`src/ipc_pkg.sv`:
```
package ipc_pkg;
    // Power-control register, special-function address
    localparam logic [7:0] IPC_PWR_CTRL_ADDR = 8'h87;
    // Field positions
    localparam int IPC_BIT_BAUD_DOUBLER = 7;
    localparam int IPC_BIT_USER_FLAG_HI = 3;
    localparam int IPC_BIT_USER_FLAG_LO = 2;
    localparam int IPC_BIT_DEEP_SLEEP = 1;
    localparam int IPC_BIT_LIGHT_SLEEP = 0;
    // Implemented bits; reserved 6..4 read as zero here
    localparam logic [7:0] IPC_PWR_CTRL_MASK = 8'h8f;
    localparam logic [7:0] IPC_PWR_CTRL_RESET = 8'h00;
    // Reset must be seen for 2 machine cycles of 12 osc periods
    localparam int IPC_OSC_PER_MCYCLE = 12;
    localparam int IPC_RESET_MCYCLES = 2;
    localparam int IPC_RESET_OSC_PERIODS = IPC_RESET_MCYCLES
        * IPC_OSC_PER_MCYCLE;
    // Strong pullup time in oscillator periods
    localparam int IPC_PULLUP_OSC_PERIODS = 2;
    localparam int IPC_PORT_W = 8;
    localparam int IPC_RST_CNT_W = 5;
    localparam int IPC_PU_CNT_W = 2;
    typedef enum logic [1:0]
    {
        IPC_RUN = 2'b00,
        IPC_IDLE = 2'b01,
        IPC_PDOWN = 2'b10
    } ipc_mode_t;
endpackage : ipc_pkg

```
`src/ipc_pullup.sv`:
```
`timescale 1ns/1ps
`default_nettype none
module ipc_pullup
(
    input wire logic clk_i,
    input wire logic rst_n_i,
    input wire logic osc_en_i,
    input wire logic [7:0] latch_i,
    input wire logic [7:0] addr_hold_i,
    output logic [7:0] strong_o
);
    import ipc_pkg::*;
    typedef struct packed
    {
        logic [7:0] prev_reg;
        logic [7:0][1:0] cnt_reg;
    } ipc_pu_state_t;
    ipc_pu_state_t st_reg;
    ipc_pu_state_t st_next;
    always_comb
    begin
        st_next = st_reg;
        for (int i = 0; i < IPC_PORT_W; i++)
        begin
            if (osc_en_i)
            begin
                // 0-to-1 arms strong pullup for two osc periods
                if (latch_i[i] && !st_reg.prev_reg[i])
                begin
                    st_next.cnt_reg[i] = IPC_PU_CNT_W'(IPC_PULLUP_OSC_PERIODS);
                end
                else if (st_reg.cnt_reg[i] != 2'h0)
                begin
                    st_next.cnt_reg[i] = st_reg.cnt_reg[i] - 2'h1;
                end
                st_next.prev_reg[i] = latch_i[i];
            end
        end
    end
    always_ff @(posedge clk_i or negedge rst_n_i)
    begin
        if (!rst_n_i)
        begin
            st_reg <= '0;
        end
        else
        begin
            st_reg <= st_next;
        end
    end
    // Address ones keep the strong pullup for the whole access
    always_comb
    begin
        for (int i = 0; i < IPC_PORT_W; i++)
        begin
            strong_o[i] = (st_reg.cnt_reg[i] != 2'h0) || addr_hold_i[i];
        end
    end
endmodule : ipc_pullup
`default_nettype wire

```
`src/ipc_top.sv`:
```
`timescale 1ns/1ps
`default_nettype none
module ipc_top
(
    input wire logic CLK_I,
    input wire logic ARST_N_I,
    input wire logic RST_PIN_I,
    input wire logic SFR_WE_I,
    input wire logic SFR_RE_I,
    input wire logic [7:0] SFR_ADDR_I,
    input wire logic [7:0] SFR_WDATA_I,
    output logic [7:0] SFR_RDATA_O,
    input wire logic INSN_DONE_I,
    input wire logic IRQ_PEND_I,
    input wire logic EXT_CODE_I,
    input wire logic EXT_ACCESS_I,
    input wire logic CPU_ALE_I,
    input wire logic CPU_FETCH_STROBE_N_I,
    input wire logic [7:0] CPU_P0_I,
    input wire logic CPU_P0_OE_N_I,
    input wire logic [7:0] CPU_ADDR_HI_I,
    input wire logic [7:0] PORT2_LATCH_I,
    input wire logic [7:0] PORT1_LATCH_I,
    input wire logic [7:0] PORT3_LATCH_I,
    output logic OSC_EN_O,
    output logic CPU_CLK_EN_O,
    output logic PERIPH_CLK_EN_O,
    output logic SYS_RESET_O,
    output logic BAUD_DOUBLER_O,
    output logic IDLE_O,
    output logic PDOWN_O,
    output logic ALE_O,
    output logic PROGRAM_FETCH_STROBE_N_O,
    output logic [7:0] P0_O,
    output logic P0_OE_N_O,
    output logic [7:0] PORT2_O,
    output logic [7:0] P1_STRONG_O,
    output logic [7:0] PORT2_STRONG_O,
    output logic [7:0] P3_STRONG_O
);
    import ipc_pkg::*;
    ////////////////////////////////////////////////////////////////////////
    logic rst_meta_reg;
    logic rst_n_reg;
    always_ff @(posedge CLK_I or negedge ARST_N_I)
    begin
        if (!ARST_N_I)
        begin
            rst_meta_reg <= 1'b0;
            rst_n_reg <= 1'b0;
        end
        else
        begin
            rst_meta_reg <= 1'b1;
            rst_n_reg <= rst_meta_reg;
        end
    end
    ////////////////////////////////////////////////////////////////////////
    typedef struct packed
    {
        logic half_reg;
        logic [IPC_RST_CNT_W-1:0] rst_cnt_reg;
        logic sys_rst_reg;
        ipc_mode_t mode_reg;
        logic baud_doubler;
        logic user_flag_hi;
        logic user_flag_lo;
        logic deep_sleep_bit;
        logic light_sleep_bit;
        logic [7:0] rdata_reg;
        logic [7:0] port2_hold_reg;
    } ipc_state_t;
    ipc_state_t st_reg;
    ipc_state_t st_next;
    logic osc_run;
    logic phase_en;
    logic pwr_sel;
    logic [7:0] port2_addr_pu;
    // Oscillator runs unless power-down; reset restarts it
    assign osc_run = (st_reg.mode_reg != IPC_PDOWN) || RST_PIN_I;
    // Half-rate enable: internal phase ignores input duty cycle
    assign phase_en = osc_run && st_reg.half_reg;
    assign pwr_sel = (SFR_ADDR_I == IPC_PWR_CTRL_ADDR);
    always_comb
    begin
        st_next = st_reg;
        if (osc_run)
        begin
            st_next.half_reg = ~st_reg.half_reg;
        end
        // Pin reset filtered over 24 oscillator periods
        if (!RST_PIN_I)
        begin
            st_next.rst_cnt_reg = '0;
            st_next.sys_rst_reg = 1'b0;
        end
        else if (osc_run)
        begin
            if (st_reg.rst_cnt_reg ==
                IPC_RST_CNT_W'(IPC_RESET_OSC_PERIODS - 1))
            begin
                st_next.sys_rst_reg = 1'b1;
            end
            else
            begin
                st_next.rst_cnt_reg = st_reg.rst_cnt_reg + 5'h01;
            end
        end
        if (st_reg.sys_rst_reg)
        begin
            // Any mode, including power-down, ends here
            st_next.mode_reg = IPC_RUN;
            st_next.baud_doubler = 1'b0;
            st_next.user_flag_hi = 1'b0;
            st_next.user_flag_lo = 1'b0;
            st_next.deep_sleep_bit = 1'b0;
            st_next.light_sleep_bit = 1'b0;
        end
        else
        begin
            // Byte write only; bits 6..4 are dropped
            if (SFR_WE_I && pwr_sel && st_reg.mode_reg == IPC_RUN)
            begin
                st_next.baud_doubler = SFR_WDATA_I[IPC_BIT_BAUD_DOUBLER];
                st_next.user_flag_hi = SFR_WDATA_I[IPC_BIT_USER_FLAG_HI];
                st_next.user_flag_lo = SFR_WDATA_I[IPC_BIT_USER_FLAG_LO];
                st_next.deep_sleep_bit = SFR_WDATA_I[IPC_BIT_DEEP_SLEEP];
                st_next.light_sleep_bit = SFR_WDATA_I[IPC_BIT_LIGHT_SLEEP];
            end
            case (st_reg.mode_reg)
                IPC_RUN:
                begin
                    // Entry waits for the requesting instruction to end
                    if (INSN_DONE_I && st_reg.deep_sleep_bit)
                    begin
                        st_next.mode_reg = IPC_PDOWN;
                        st_next.port2_hold_reg = PORT2_LATCH_I;
                    end
                    else if (INSN_DONE_I && st_reg.light_sleep_bit)
                    begin
                        st_next.mode_reg = IPC_IDLE;
                    end
                end
                IPC_IDLE:
                begin
                    if (IRQ_PEND_I)
                    begin
                        st_next.light_sleep_bit = 1'b0;
                        st_next.mode_reg = IPC_RUN;
                    end
                end
                IPC_PDOWN:
                begin
                    // Interrupts ignored: clocks are stopped
                    st_next.mode_reg = IPC_PDOWN;
                end
                default:
                begin
                    st_next.mode_reg = IPC_RUN;
                end
            endcase
        end
        st_next.rdata_reg = 8'h00;
        if (SFR_RE_I && pwr_sel)
        begin
            st_next.rdata_reg = {st_reg.baud_doubler, 3'h0,
                st_reg.user_flag_hi, st_reg.user_flag_lo,
                st_reg.deep_sleep_bit, st_reg.light_sleep_bit};
        end
    end
    always_ff @(posedge CLK_I or negedge rst_n_reg)
    begin
        if (!rst_n_reg)
        begin
            st_reg <= '0;
        end
        else
        begin
            st_reg <= st_next;
        end
    end
    ////////////////////////////////////////////////////////////////////////
    assign OSC_EN_O = osc_run;
    // CPU stops in idle, peripherals keep their enable
    assign CPU_CLK_EN_O = phase_en && st_reg.mode_reg == IPC_RUN;
    assign PERIPH_CLK_EN_O = phase_en;
    assign SYS_RESET_O = st_reg.sys_rst_reg;
    assign BAUD_DOUBLER_O = st_reg.baud_doubler;
    assign IDLE_O = st_reg.mode_reg == IPC_IDLE;
    assign PDOWN_O = st_reg.mode_reg == IPC_PDOWN;
    assign SFR_RDATA_O = st_reg.rdata_reg;
    // Pin state per mode
    always_comb
    begin
        ALE_O = CPU_ALE_I;
        PROGRAM_FETCH_STROBE_N_O = CPU_FETCH_STROBE_N_I;
        P0_O = CPU_P0_I;
        P0_OE_N_O = CPU_P0_OE_N_I;
        PORT2_O = CPU_ADDR_HI_I;
        case (st_reg.mode_reg)
            IPC_IDLE:
            begin
                ALE_O = 1'b1;
                PROGRAM_FETCH_STROBE_N_O = 1'b1;
                P0_OE_N_O = EXT_CODE_I ? 1'b1 : CPU_P0_OE_N_I;
            end
            IPC_PDOWN:
            begin
                ALE_O = 1'b0;
                PROGRAM_FETCH_STROBE_N_O = 1'b0;
                P0_OE_N_O = EXT_CODE_I ? 1'b1 : CPU_P0_OE_N_I;
                PORT2_O = st_reg.port2_hold_reg;
            end
            default:
            begin
                ALE_O = CPU_ALE_I;
            end
        endcase
    end
    // Address ones held strong only while bus access runs
    assign port2_addr_pu = (EXT_ACCESS_I && st_reg.mode_reg != IPC_PDOWN)
        ? CPU_ADDR_HI_I : 8'h00;
    ////////////////////////////////////////////////////////////////////////
    ipc_pullup u_pu1
    (
        .clk_i(CLK_I),
        .rst_n_i(rst_n_reg),
        .osc_en_i(osc_run),
        .latch_i(PORT1_LATCH_I),
        .addr_hold_i(8'h00),
        .strong_o(P1_STRONG_O)
    );
    ipc_pullup u_pu2
    (
        .clk_i(CLK_I),
        .rst_n_i(rst_n_reg),
        .osc_en_i(osc_run),
        .latch_i(PORT2_O),
        .addr_hold_i(port2_addr_pu),
        .strong_o(PORT2_STRONG_O)
    );
    ipc_pullup u_pu3
    (
        .clk_i(CLK_I),
        .rst_n_i(rst_n_reg),
        .osc_en_i(osc_run),
        .latch_i(PORT3_LATCH_I),
        .addr_hold_i(8'h00),
        .strong_o(P3_STRONG_O)
    );
endmodule : ipc_top
`default_nettype wire

```
`config.mk`:
```
export PLATFORM = sky130hd
export DESIGN_NAME = ipc_top
export DESIGN_NICKNAME = d
export VERILOG_FILES = /design/src/ipc_pkg.sv /design/src/ipc_pullup.sv /design/src/ipc_top.sv
export SDC_FILE = /design/constraint.sdc
export NUM_CORES = 1
export LEC_CHECK = 0
export BUFFER_PORTS_ARGS = -buffer_cell sky130_fd_sc_hd__buf_2
export CAP_MARGIN = 20
export CORE_MARGIN = 3
export CORE_UTILIZATION = 54
export DETAILED_ROUTE_END_ITERATION = 8
export MAX_ROUTING_LAYER = met4
export PLACE_DENSITY = 0.91
export SLEW_MARGIN = 10
export SYNTH_ARGS = -nofsm -noshare
export SYNTH_HDL_FRONTEND = slang
export SYNTH_SLANG_ARGS = --single-unit
```
`constraint.sdc`:
```
create_clock -name CLK_I -period 3.85 [get_ports CLK_I]
set_input_delay 0.77 -clock CLK_I [delete_from_list [all_inputs] [get_ports CLK_I]]
set_output_delay 0.77 -clock CLK_I [all_outputs]
set_load 0.02 [all_outputs]
```
==> results.yml, run 1 <==
routing:
  drtAntennaViolNets: 0
  drtIter0Drc: 122
  wire_per_inst_microns: 14.3
  drtPass1Iterations: 4
  postRouteWirelength_microns: 11100
  drc: 0
  avgViaCountPerCell: 5.28
  vias: 4110
setup_path:
  worstPathArrival_ps: 2440
  cpPeakStageDelay_ps: 750
  cp_common_cell: "nand2_1"
  crit_required_ps: 3080
  rrSetupSlack_ps: 1300
  path_cells: "inv_1 -> ha_1 -> nor2b_1 -> nand2_1 -> nand2_1 -> buf_2"
  crit_buf_inv: 2
  crit_type: "flip-flop to primary output"
  r2r_start: "st_reg[21]"
  ff2ff_path_depth: 6
  r2r_end: "u_pu2.st_reg[12]"
  end_kind: "primary output"
  start_kind: "flip-flop"
  crit_slowest_cell: "nor2b_1"
  crit_family: "simple AND/OR/NAND/NOR gates"
  cp_max_fo: 12
layout:
  area_delta_synth_final_pct: 14.8
  antenna_cells: 0
  drive_gt1_share_pct: 21.7
  nets: 741
  final_util_pct: 64.2
  final_cell_mix: "buf_2 (103), dfrtp_1 (100), inv_1 (85)"
  final_common_cell: "buf_2"
  fin_area_sq_mm: 0.00599
  finalNonFillerCells: 778
sta:
  relSlewSlack_pct: 41.1
  fmaxAchievable_mhz: 312
  drv_slew: 0
  worstMarginPinSlew_ps: 884
  hold_violations: 0
  worst_slack_ps: 645
  skew_ps: 9.48
  timing.setup.tns_ps: 0
  fin_crit_ps: 3210
  rsz0062_at_grt: "false"
  setup_viol: 0
  post-route-period-util_pct: 83.3
floorplanning:
  ios: 126
  rows: 35
  die_h_microns: 104
  fp.dieW_microns: 104
  initial_core_util_pct: 55.9
  coreArea_sq_mm: 0.00933
  die-area_sq_mm: 0.0109
synth:
  syn_avg_cell_area_sq_um: 9.36
  synth_edf_count: 0
  synthCells: 557
  ys_warn_count: 0
  synth_ff_type: "dfrtp_1"
  ys_types: 39
  seq_area_frac_synth_pct: 48.5
  synth_area_sq_mm: 0.00521
  ys_seq_elements: 101
  async_flop_share_pct: 100
place:
  dpl.hpwl_microns: 8390
  dpl_cell_area_sq_mm: 0.00575
  dpl.cell_count: 763
  post-place-ws_ps: 992
  io_buffers: 103
  gp_congestion: 0.854
global_routing:
  grt_pass1_wl_microns: 19800
  overflow: 0
  grt_max_degree: 69
  grtUsageTotal_pct: 22.8
  antenna_found_initial: 0
  grt_pass1_vias: 4472
hold_path:
  hp-class: "input port to async pin"
cts:
  cts_root_buffer: "clkbuf_8"
  cts_tree: "yes"
  cts.clk_slew.worst_paths_ps: 90
  clock-sinks: 101
  clock_latency_ps: 350
  cts-htree-levels: 3
  postCtsSetupBuffers: 0
  cts_resized: 0
  cts_buffers: 9
  hold_buffers: 0
  cts.path.max_buffers: 2
power_and_ir_drop:
  power_density_mw_per_mm2: 699
  leakage_nw: 3.31
  irDropWorstVdd_uv: 417
run_status:
  status: "complete, no violations"
flow_run:
  drv_cap: 0
## synth_stat cells, drive strengths merged (4+ instances only)
cell type / count / area share (%)
and3: 7 / 0.84
nand2: 73 / 5.3
a22oi: 10 / 1.4
o22ai: 10 / 1.2
mux2: 11 / 2.4
o22a: 8 / 1.3
a31oi: 4 / 0.48
a21oi: 40 / 3.8
nor3: 17 / 1.6
a2bb2oi: 6 / 1.0
inv: 86 / 6.2
o21ai: 11 / 1.1
nor2b: 15 / 1.8
a21o: 4 / 0.58
buf: 22 / 2.8
clkbuf: 10 / 0.72
mux2i: 22 / 4.2
nand3: 11 / 1.1
nor2: 33 / 2.4
dfrtp: 101 / 48
ha: 28 / 6.7
nand2b: 10 / 1.3
## area by class of cell
type,instances,area [sq um]
Clock buffer,12,165
Fill cell,743,3340
Tap cell,129,161
Multi-Input combinational cell,340,2190
Clock inverter,3,67.6
Sequential cell,101,2530
Timing Repair Buffer,107,546
Inverter,86,323
## per-layer routing
metal	vias to the layer above	part of all wire (%)	GRT usage [%]
met5	-	0	-
met1	2002	39	23.9
met2	99	55	42.2
met3	20	4.0	3.72
li1	1989	-	-
met4	0	2.0	9.31
## power breakdown
part           total, mW  switching (mW)  internal, mW
sequential          1.56           0.170          1.39
clock              0.771           0.355         0.417
combinational       1.85            1.11         0.748
## stage by stage
step	hold WS, ps	power (mW)
after floorplan	331	2.93
after global placement	340	3.23
after detailed placement	349	3.45
after CTS	169	4.22
after global routing	165	4.54
final	188	4.19
## worst max-delay path by stage
stage                     startpoint                end  slack, ps  cells past startpoint
final                     st_reg[21]  PORT2_STRONG_O[5]        640                      6
after global routing      st_reg[21]  PORT2_STRONG_O[6]        460                      6
after CTS                 st_reg[21]  PORT2_STRONG_O[5]        580                      6
after detailed placement  st_reg[21]  PORT2_STRONG_O[5]        990                      6
after global placement    st_reg[21]  PORT2_STRONG_O[4]       1060                      6
after floorplan            rst_n_reg     BAUD_DOUBLER_O        830                      0
## cells by family after synthesis
logic type,after synthesis,synth area share [%]
AO/OA/AOI/OAI,97,11.6
AND/OR/NAND/NOR,175,16.2
multiplexers,33,6.60
buffers and inverters,118,9.74
flip-flops,101,48.5
other,2,0.144
adder cells (fa/ha/maj),28,6.72
XOR/XNOR,3,0.504
No activity file was read; power rests on OpenSTA's default activity.
==> run 2, diff against run 1 <==
--- a/config.mk
+++ b/config.mk
@@ -5,6 +5,7 @@
 export SDC_FILE = /design/constraint.sdc
 export NUM_CORES = 1
 export LEC_CHECK = 0
+export ABC_AREA = 1
 export BUFFER_PORTS_ARGS = -buffer_cell sky130_fd_sc_hd__buf_2
 export CAP_MARGIN = 20
 export CORE_MARGIN = 3
==> constraint.sdc (replaced) <==
create_clock -name CLK_I -period 3.28 [get_ports CLK_I]
set_input_delay 0.656 -clock CLK_I [delete_from_list [all_inputs] [get_ports CLK_I]]
set_output_delay 0.656 -clock CLK_I [all_outputs]
set_load 0.02 [all_outputs]
==> run 2 against run 1 <==
  * Setup slack better by 200 ps
  * Hold slack worse by 120 ps
  * Power up 10%
==> results.yml, run 2 <==
routing:
  drtPass1Iterations: 4
  postRouteWirelength_microns: 10100
  drc: 0
  vias: 4283
  wire_per_inst_microns: 11.5
  drtAntennaViolNets: 0
  avgViaCountPerCell: 4.86
  drtIter0Drc: 155
cts:
  cts_buffers: 9
  cts_tree: "yes"
  clock-sinks: 101
  cts.path.max_buffers: 2
  cts_root_buffer: "clkbuf_8"
  postCtsSetupBuffers: 0
  cts.clk_slew.worst_paths_ps: 90
  hold_buffers: 0
  cts-htree-levels: 3
  cts_resized: 0
  clock_latency_ps: 350
global_routing:
  antenna_found_initial: 0
  gr-usage-met2_pct: 35.0
  gr-usage-met3_pct: 3.67
  grtUsageTotal_pct: 19.2
  grt_use_met1_pct: 21.7
  top_usage_layer: "met2"
  grt_pass1_wl_microns: 17300
  overflow: 0
  grt_pass1_vias: 4210
  grt_max_degree: 74
synth:
  async_flop_share_pct: 100
  synth_top_cell_by_area: "dfrtp_1"
  yosysTopAreaCellShare_pct: 47.2
  synthCells: 657
  yosys-top-cells-count: "nand2_1 (200), inv_1 (127), dfrtp_1 (101), o21ai_0 (45), nand3_1 (34)"
  synth_area_sq_mm: 0.00535
  synth_ff_type: "dfrtp_1"
  synth_edf_count: 0
  ys_seq_elements: 101
  synth_most_common_cell: "nand2_1"
  ys_warn_count: 0
  syn_avg_cell_area_sq_um: 8.15
  ys_types: 22
  seq_area_frac_synth_pct: 47.2
  synth.area.top_cells: "dfrtp_1 (47%), nand2_1 (14%), inv_1 (8.9%)"
layout:
  num-fill-cells: 810
  final_common_cell: "nand2_1"
  drive_gt1_share_pct: 20.7
  area_delta_synth_final_pct: 12.4
  antenna_cells: 0
  nets: 844
  final_cell_mix: "nand2_1 (200), inv_1 (127), buf_2 (103)"
power_and_ir_drop:
  power_density_mw_per_mm2: 768
  internal_power_mw: 2.75
  irDropWorstVdd_uv: 445
  combPwrFrac_pct: 45.5
  leakage_nw: 3.45
  p_clk_share_pct: 16.2
  netSwitchingFraction_pct: 40.5
  seq_power_share_pct: 38.3
  finalPower_mw: 4.62
  p_sw_mw: 1.87
sta:
  post-route-period-util_pct: 74.2
  fmaxAchievable_mhz: 411
  drv_slew: 0
  skew_ps: 9.65
  relSlewSlack_pct: 42.2
  rsz0062_at_grt: "false"
  worstMarginPinSlew_ps: 867
  fin_crit_ps: 2440
  timing.setup.tns_ps: 0
  hold_violations: 0
  setup_viol: 0
setup_path:
  r2r_start: "st_reg[21]"
  worstSetupStartpoint: "st_reg[21]"
  crit_type: "flip-flop to primary output"
  rrSetupSlack_ps: 1250
  worstPathArrival_ps: 1780
  start_kind: "flip-flop"
  crit_required_ps: 2620
  cp_max_fo: 18
  end_kind: "primary output"
floorplanning:
  coreArea_sq_mm: 0.00942
  die_h_microns: 106
  fp.dieW_microns: 106
  initial_core_util_pct: 56.9
  die-area_sq_mm: 0.0111
  ios: 126
  rows: 35
run_status:
  status: "complete, no violations"
place:
  io_buffers: 103
  gp_congestion: 0.808
  dpl.hpwl_microns: 7560
hold_path:
  hp-class: "input port to async pin"
flow_run:
  drv_cap: 0
run 2: layout make-up:
| cell class | instances | area (sq um) | share of cell area [%] |
|---|---|---|---|
| clock buffer | 11 | 131 | 2.18 |
| clock inverter | 4 | 50.0 | 0.832 |
| inverter | 129 | 487 | 8.09 |
| multi-input combinational | 401 | 2100 | 35.0 |
| sequential | 101 | 2530 | 42.1 |
| tap | 129 | 161 | 2.68 |
| timing repair buffer | 106 | 551 | 9.15 |
run 2: logic make-up after synthesis:
group           count (synthesis)  share of synthesized area [%]
simple gates                  270                           20.8
buf+inv                       157                           13.6
flops                         101                           47.2
compound gates                 98                           11.5
fa+ha+maj                      28                           6.54
other cells                     2                          0.140
xor+xnor                        1                          0.164
run 2: critical path, stage by stage (launching register included):
cell	delay (ps)
dfrtp_1	390
inv_1	100
ha_1	220
buf_4	290
nand2_1	140
o21ai_2	100
buf_2	190
run 2: routing by layer:
metal	part of all wire, %	vias to the layer above	routed length (microns)
met4	0.90	0	91
met3	4.2	12	428
met2	52	70	5240
li1	-	2203	-
met5	0	-	0
met1	43	1998	4350
run 2: path summary, 6_finish.rpt:
check / depth (start not counted) / end
min in group CLK_I: 0 / rst_n_reg
hold / removal: 1 / rst_n_reg
setup / recovery: 6 / PORT2_O[1]
setup reg to reg: 9 / u_pu2.st_reg[2]
max in group asynchronous: 1 / u_pu2.st_reg[8]
hold reg to reg: 0 / u_pu3.st_reg[13]
run 2: per-stage QoR:
step                cells  cell area [sq um]  setup WS, ps  util [%]  hold slack (ps)
finish                881               6020           845      63.9             71.3
detailed placement    866               5830          1080      62.0              348
CTS                   881               6020           815      63.9             54.4
floorplan             659               5360           258         -              331
global route          881               6020           645      63.9             44.9
global placement      866               5830          1130      62.0              335
run 2: power groups by stage:
stage | sequential, mW | clock (mW) | combinational, mW
6_report | 1.77 | 0.748 | 2.10
2_1_floorplan | 1.77 | 0 | 1.61
5_1_grt | 1.81 | 0.810 | 2.46
4_1_cts | 1.77 | 0.768 | 2.13
3_3_place_gp | 1.78 | 0 | 1.99
3_5_place_dp | 1.79 | 0 | 2.11
==> run 3, diff against run 2 <==
--- a/config.mk
+++ b/config.mk
@@ -9,10 +9,10 @@
 export BUFFER_PORTS_ARGS = -buffer_cell sky130_fd_sc_hd__buf_2
 export CAP_MARGIN = 20
 export CORE_MARGIN = 3
-export CORE_UTILIZATION = 54
+export CORE_UTILIZATION = 49
 export DETAILED_ROUTE_END_ITERATION = 8
 export MAX_ROUTING_LAYER = met4
-export PLACE_DENSITY = 0.91
+export PLACE_DENSITY = 0.88
 export SLEW_MARGIN = 10
 export SYNTH_ARGS = -nofsm -noshare
 export SYNTH_HDL_FRONTEND = slang
==> constraint.sdc (replaced) <==
create_clock -name CLK_I -period 2.14 [get_ports CLK_I]
set_input_delay 0.428 -clock CLK_I [delete_from_list [all_inputs] [get_ports CLK_I]]
set_output_delay 0.428 -clock CLK_I [all_outputs]
set_load 0.02 [all_outputs]
==> run 3 against run 2 <==
  * Utilization is 5.2 points lower
  * Critical path depth unchanged
  * Cell area up 2.0%
  * Sequential power is 53% higher
  * Register-to-register slack worse by 660 ps
  * Clock skew is 0.68 ps higher
  * Hold slack improved by 200 ps
  * Wire length decreased by 3.3%
  * Clock-buffer cell count unchanged
  * Critical path type unchanged
  * Critical endpoint is now PORT2_O[4]
  * Largest cell class unchanged
==> results.yml, run 3 (synthesized netlist as in run 2, its figures left out) <==
run_status:
  status: "complete, no violations"
sta:
  holdWs_ps: 271
  post-route-period-util_pct: 94.9
  skew_ps: 10.3
  rsz0062_at_grt: "false"
  setup_viol: 0
  fin_crit_ps: 2030
  timing.setup.tns_ps: 0
  fmaxAchievable_mhz: 492
  hold_violations: 0
  drv_slew: 0
floorplanning:
  die-area_sq_mm: 0.0122
  ios: 126
  initial_core_util_pct: 51.2
  die_h_microns: 111
  fp.dieW_microns: 111
  coreArea_sq_mm: 0.0105
  rows: 37
routing:
  drtPass1Iterations: 4
  wire_per_inst_microns: 10.9
  drtAntennaViolNets: 0
  vias: 4249
  postRouteWirelength_microns: 9780
  avgViaCountPerCell: 4.75
  drc: 0
  drtIter0Drc: 286
setup_path:
  r2r_start: "st_reg[21]"
  rrSetupSlack_ps: 590
  start_kind: "flip-flop"
  cp_max_fo: 18
  crit_type: "flip-flop to primary output"
  r2r_end: "u_pu3.st_reg[10]"
  end_kind: "primary output"
  crit_required_ps: 1710
  ff2ff_path_depth: 8
  worstPathArrival_ps: 1600
cts:
  cts_tree: "yes"
  postCtsSetupBuffers: 0
  cts.clk_slew.worst_paths_ps: 90
  clock_latency_ps: 350
  clock-sinks: 101
  cts.path.max_buffers: 2
  cts_buffers: 9
  cts_root_buffer: "clkbuf_8"
  cts-htree-levels: 3
power_and_ir_drop:
  leakage_nw: 3.50
  irDropWorstVdd_uv: 596
  power_density_mw_per_mm2: 1160
global_routing:
  antenna_found_initial: 0
  grt_pass1_vias: 4099
  grtUsageTotal_pct: 17.3
  overflow: 0
  grt_max_degree: 48
  grt_pass1_wl_microns: 17500
place:
  gp_congestion: 0.774
  io_buffers: 103
  dpl.cell_count: 878
  dpl.hpwl_microns: 7440
layout:
  final_cell_mix: "nand2_1 (199), inv_1 (127), buf_2 (102)"
  antenna_cells: 0
  finalNonFillerCells: 895
  seq_area_sq_mm: 0.00253
  num-fill-cells: 983
  area_delta_synth_final_pct: 14.6
  final_common_cell: "nand2_1"
  nets: 850
  multi_input_comb_area_sq_mm: 0.00212
  drive_gt1_share_pct: 21.9
hold_path:
  worstHoldStart: "PORT2_LATCH_I[3]"
  hold_path_depth: 3
  whs_endpoint: "st_reg[3]"
  hp-class: "input port to flip-flop"
flow_run:
  drv_cap: 0
## run 3: through the flow
stage | util, % | setup WS (ps) | cell area [sq um] | power (mW)
3_3_place_gp | 56.3 | 368 | 5890 | 5.80
3_5_place_dp | 56.3 | 340 | 5890 | 5.97
5_1_grt | 58.7 | 1.98 | 6140 | 7.94
2_1_floorplan | - | 141 | 5360 | 5.17
6_report | 58.7 | 108 | 6140 | 7.14
4_1_cts | 58.4 | 11.0 | 6110 | 7.23
## run 3: worst max path at each step
stage / from / endpoint / slack, ps / depth (start not counted)
finish: st_reg[21] / PORT2_O[4] / 110 / 6
global route: st_reg[21] / PORT2_STRONG_O[0] / 2 / 6
CTS: st_reg[21] / PORT2_O[0] / 10 / 6
detailed placement: st_reg[21] / PORT2_STRONG_O[1] / 340 / 6
global placement: st_reg[21] / PORT2_O[6] / 370 / 6
floorplan: st_reg[21] / CPU_CLK_EN_O / 140 / 7
## run 3: critical path, cell delays in order (launching register included)
cell	delay, ps
dfrtp_1	390
inv_1	150
ha_4	190
buf_12	170
nand2_1	80
o21ai_2	80
buf_2	190
## run 3: layout make-up
| type | count | share of cell area [%] |
|---|---|---|
| Sequential cell | 101 | 41.2 |
| Multi-Input combinational cell | 401 | 34.6 |
| Inverter | 129 | 7.93 |
| Clock buffer | 11 | 2.30 |
| Timing Repair Buffer | 112 | 10.2 |
| Tap cell | 136 | 2.77 |
| Clock inverter | 5 | 0.979 |
## run 3: routing by layer
layer / GRT usage [%] / vias to the layer above / routed length (microns)
li1: - / 2213 / -
met1: 22.0 / 1935 / 4520
met2: 28.4 / 85 / 4710
met3: 2.90 / 16 / 410
met4: 5.09 / 0 / 141
met5: - / - / 0
## run 3: report_power, final
group	switching (mW)	internal [mW]	leakage (nW)	total, mW
combinational	2.00	1.21	2.17	3.21
sequential	0.221	2.49	1.23	2.71
clock	0.645	0.576	0.0995	1.22
## run 3: timing repair
item	in CTS	in global routing
hold endpoints to repair	2	0
hold buffers	1	0
endpoints found under the setup margin	16	16
gates resized for setup	3	5
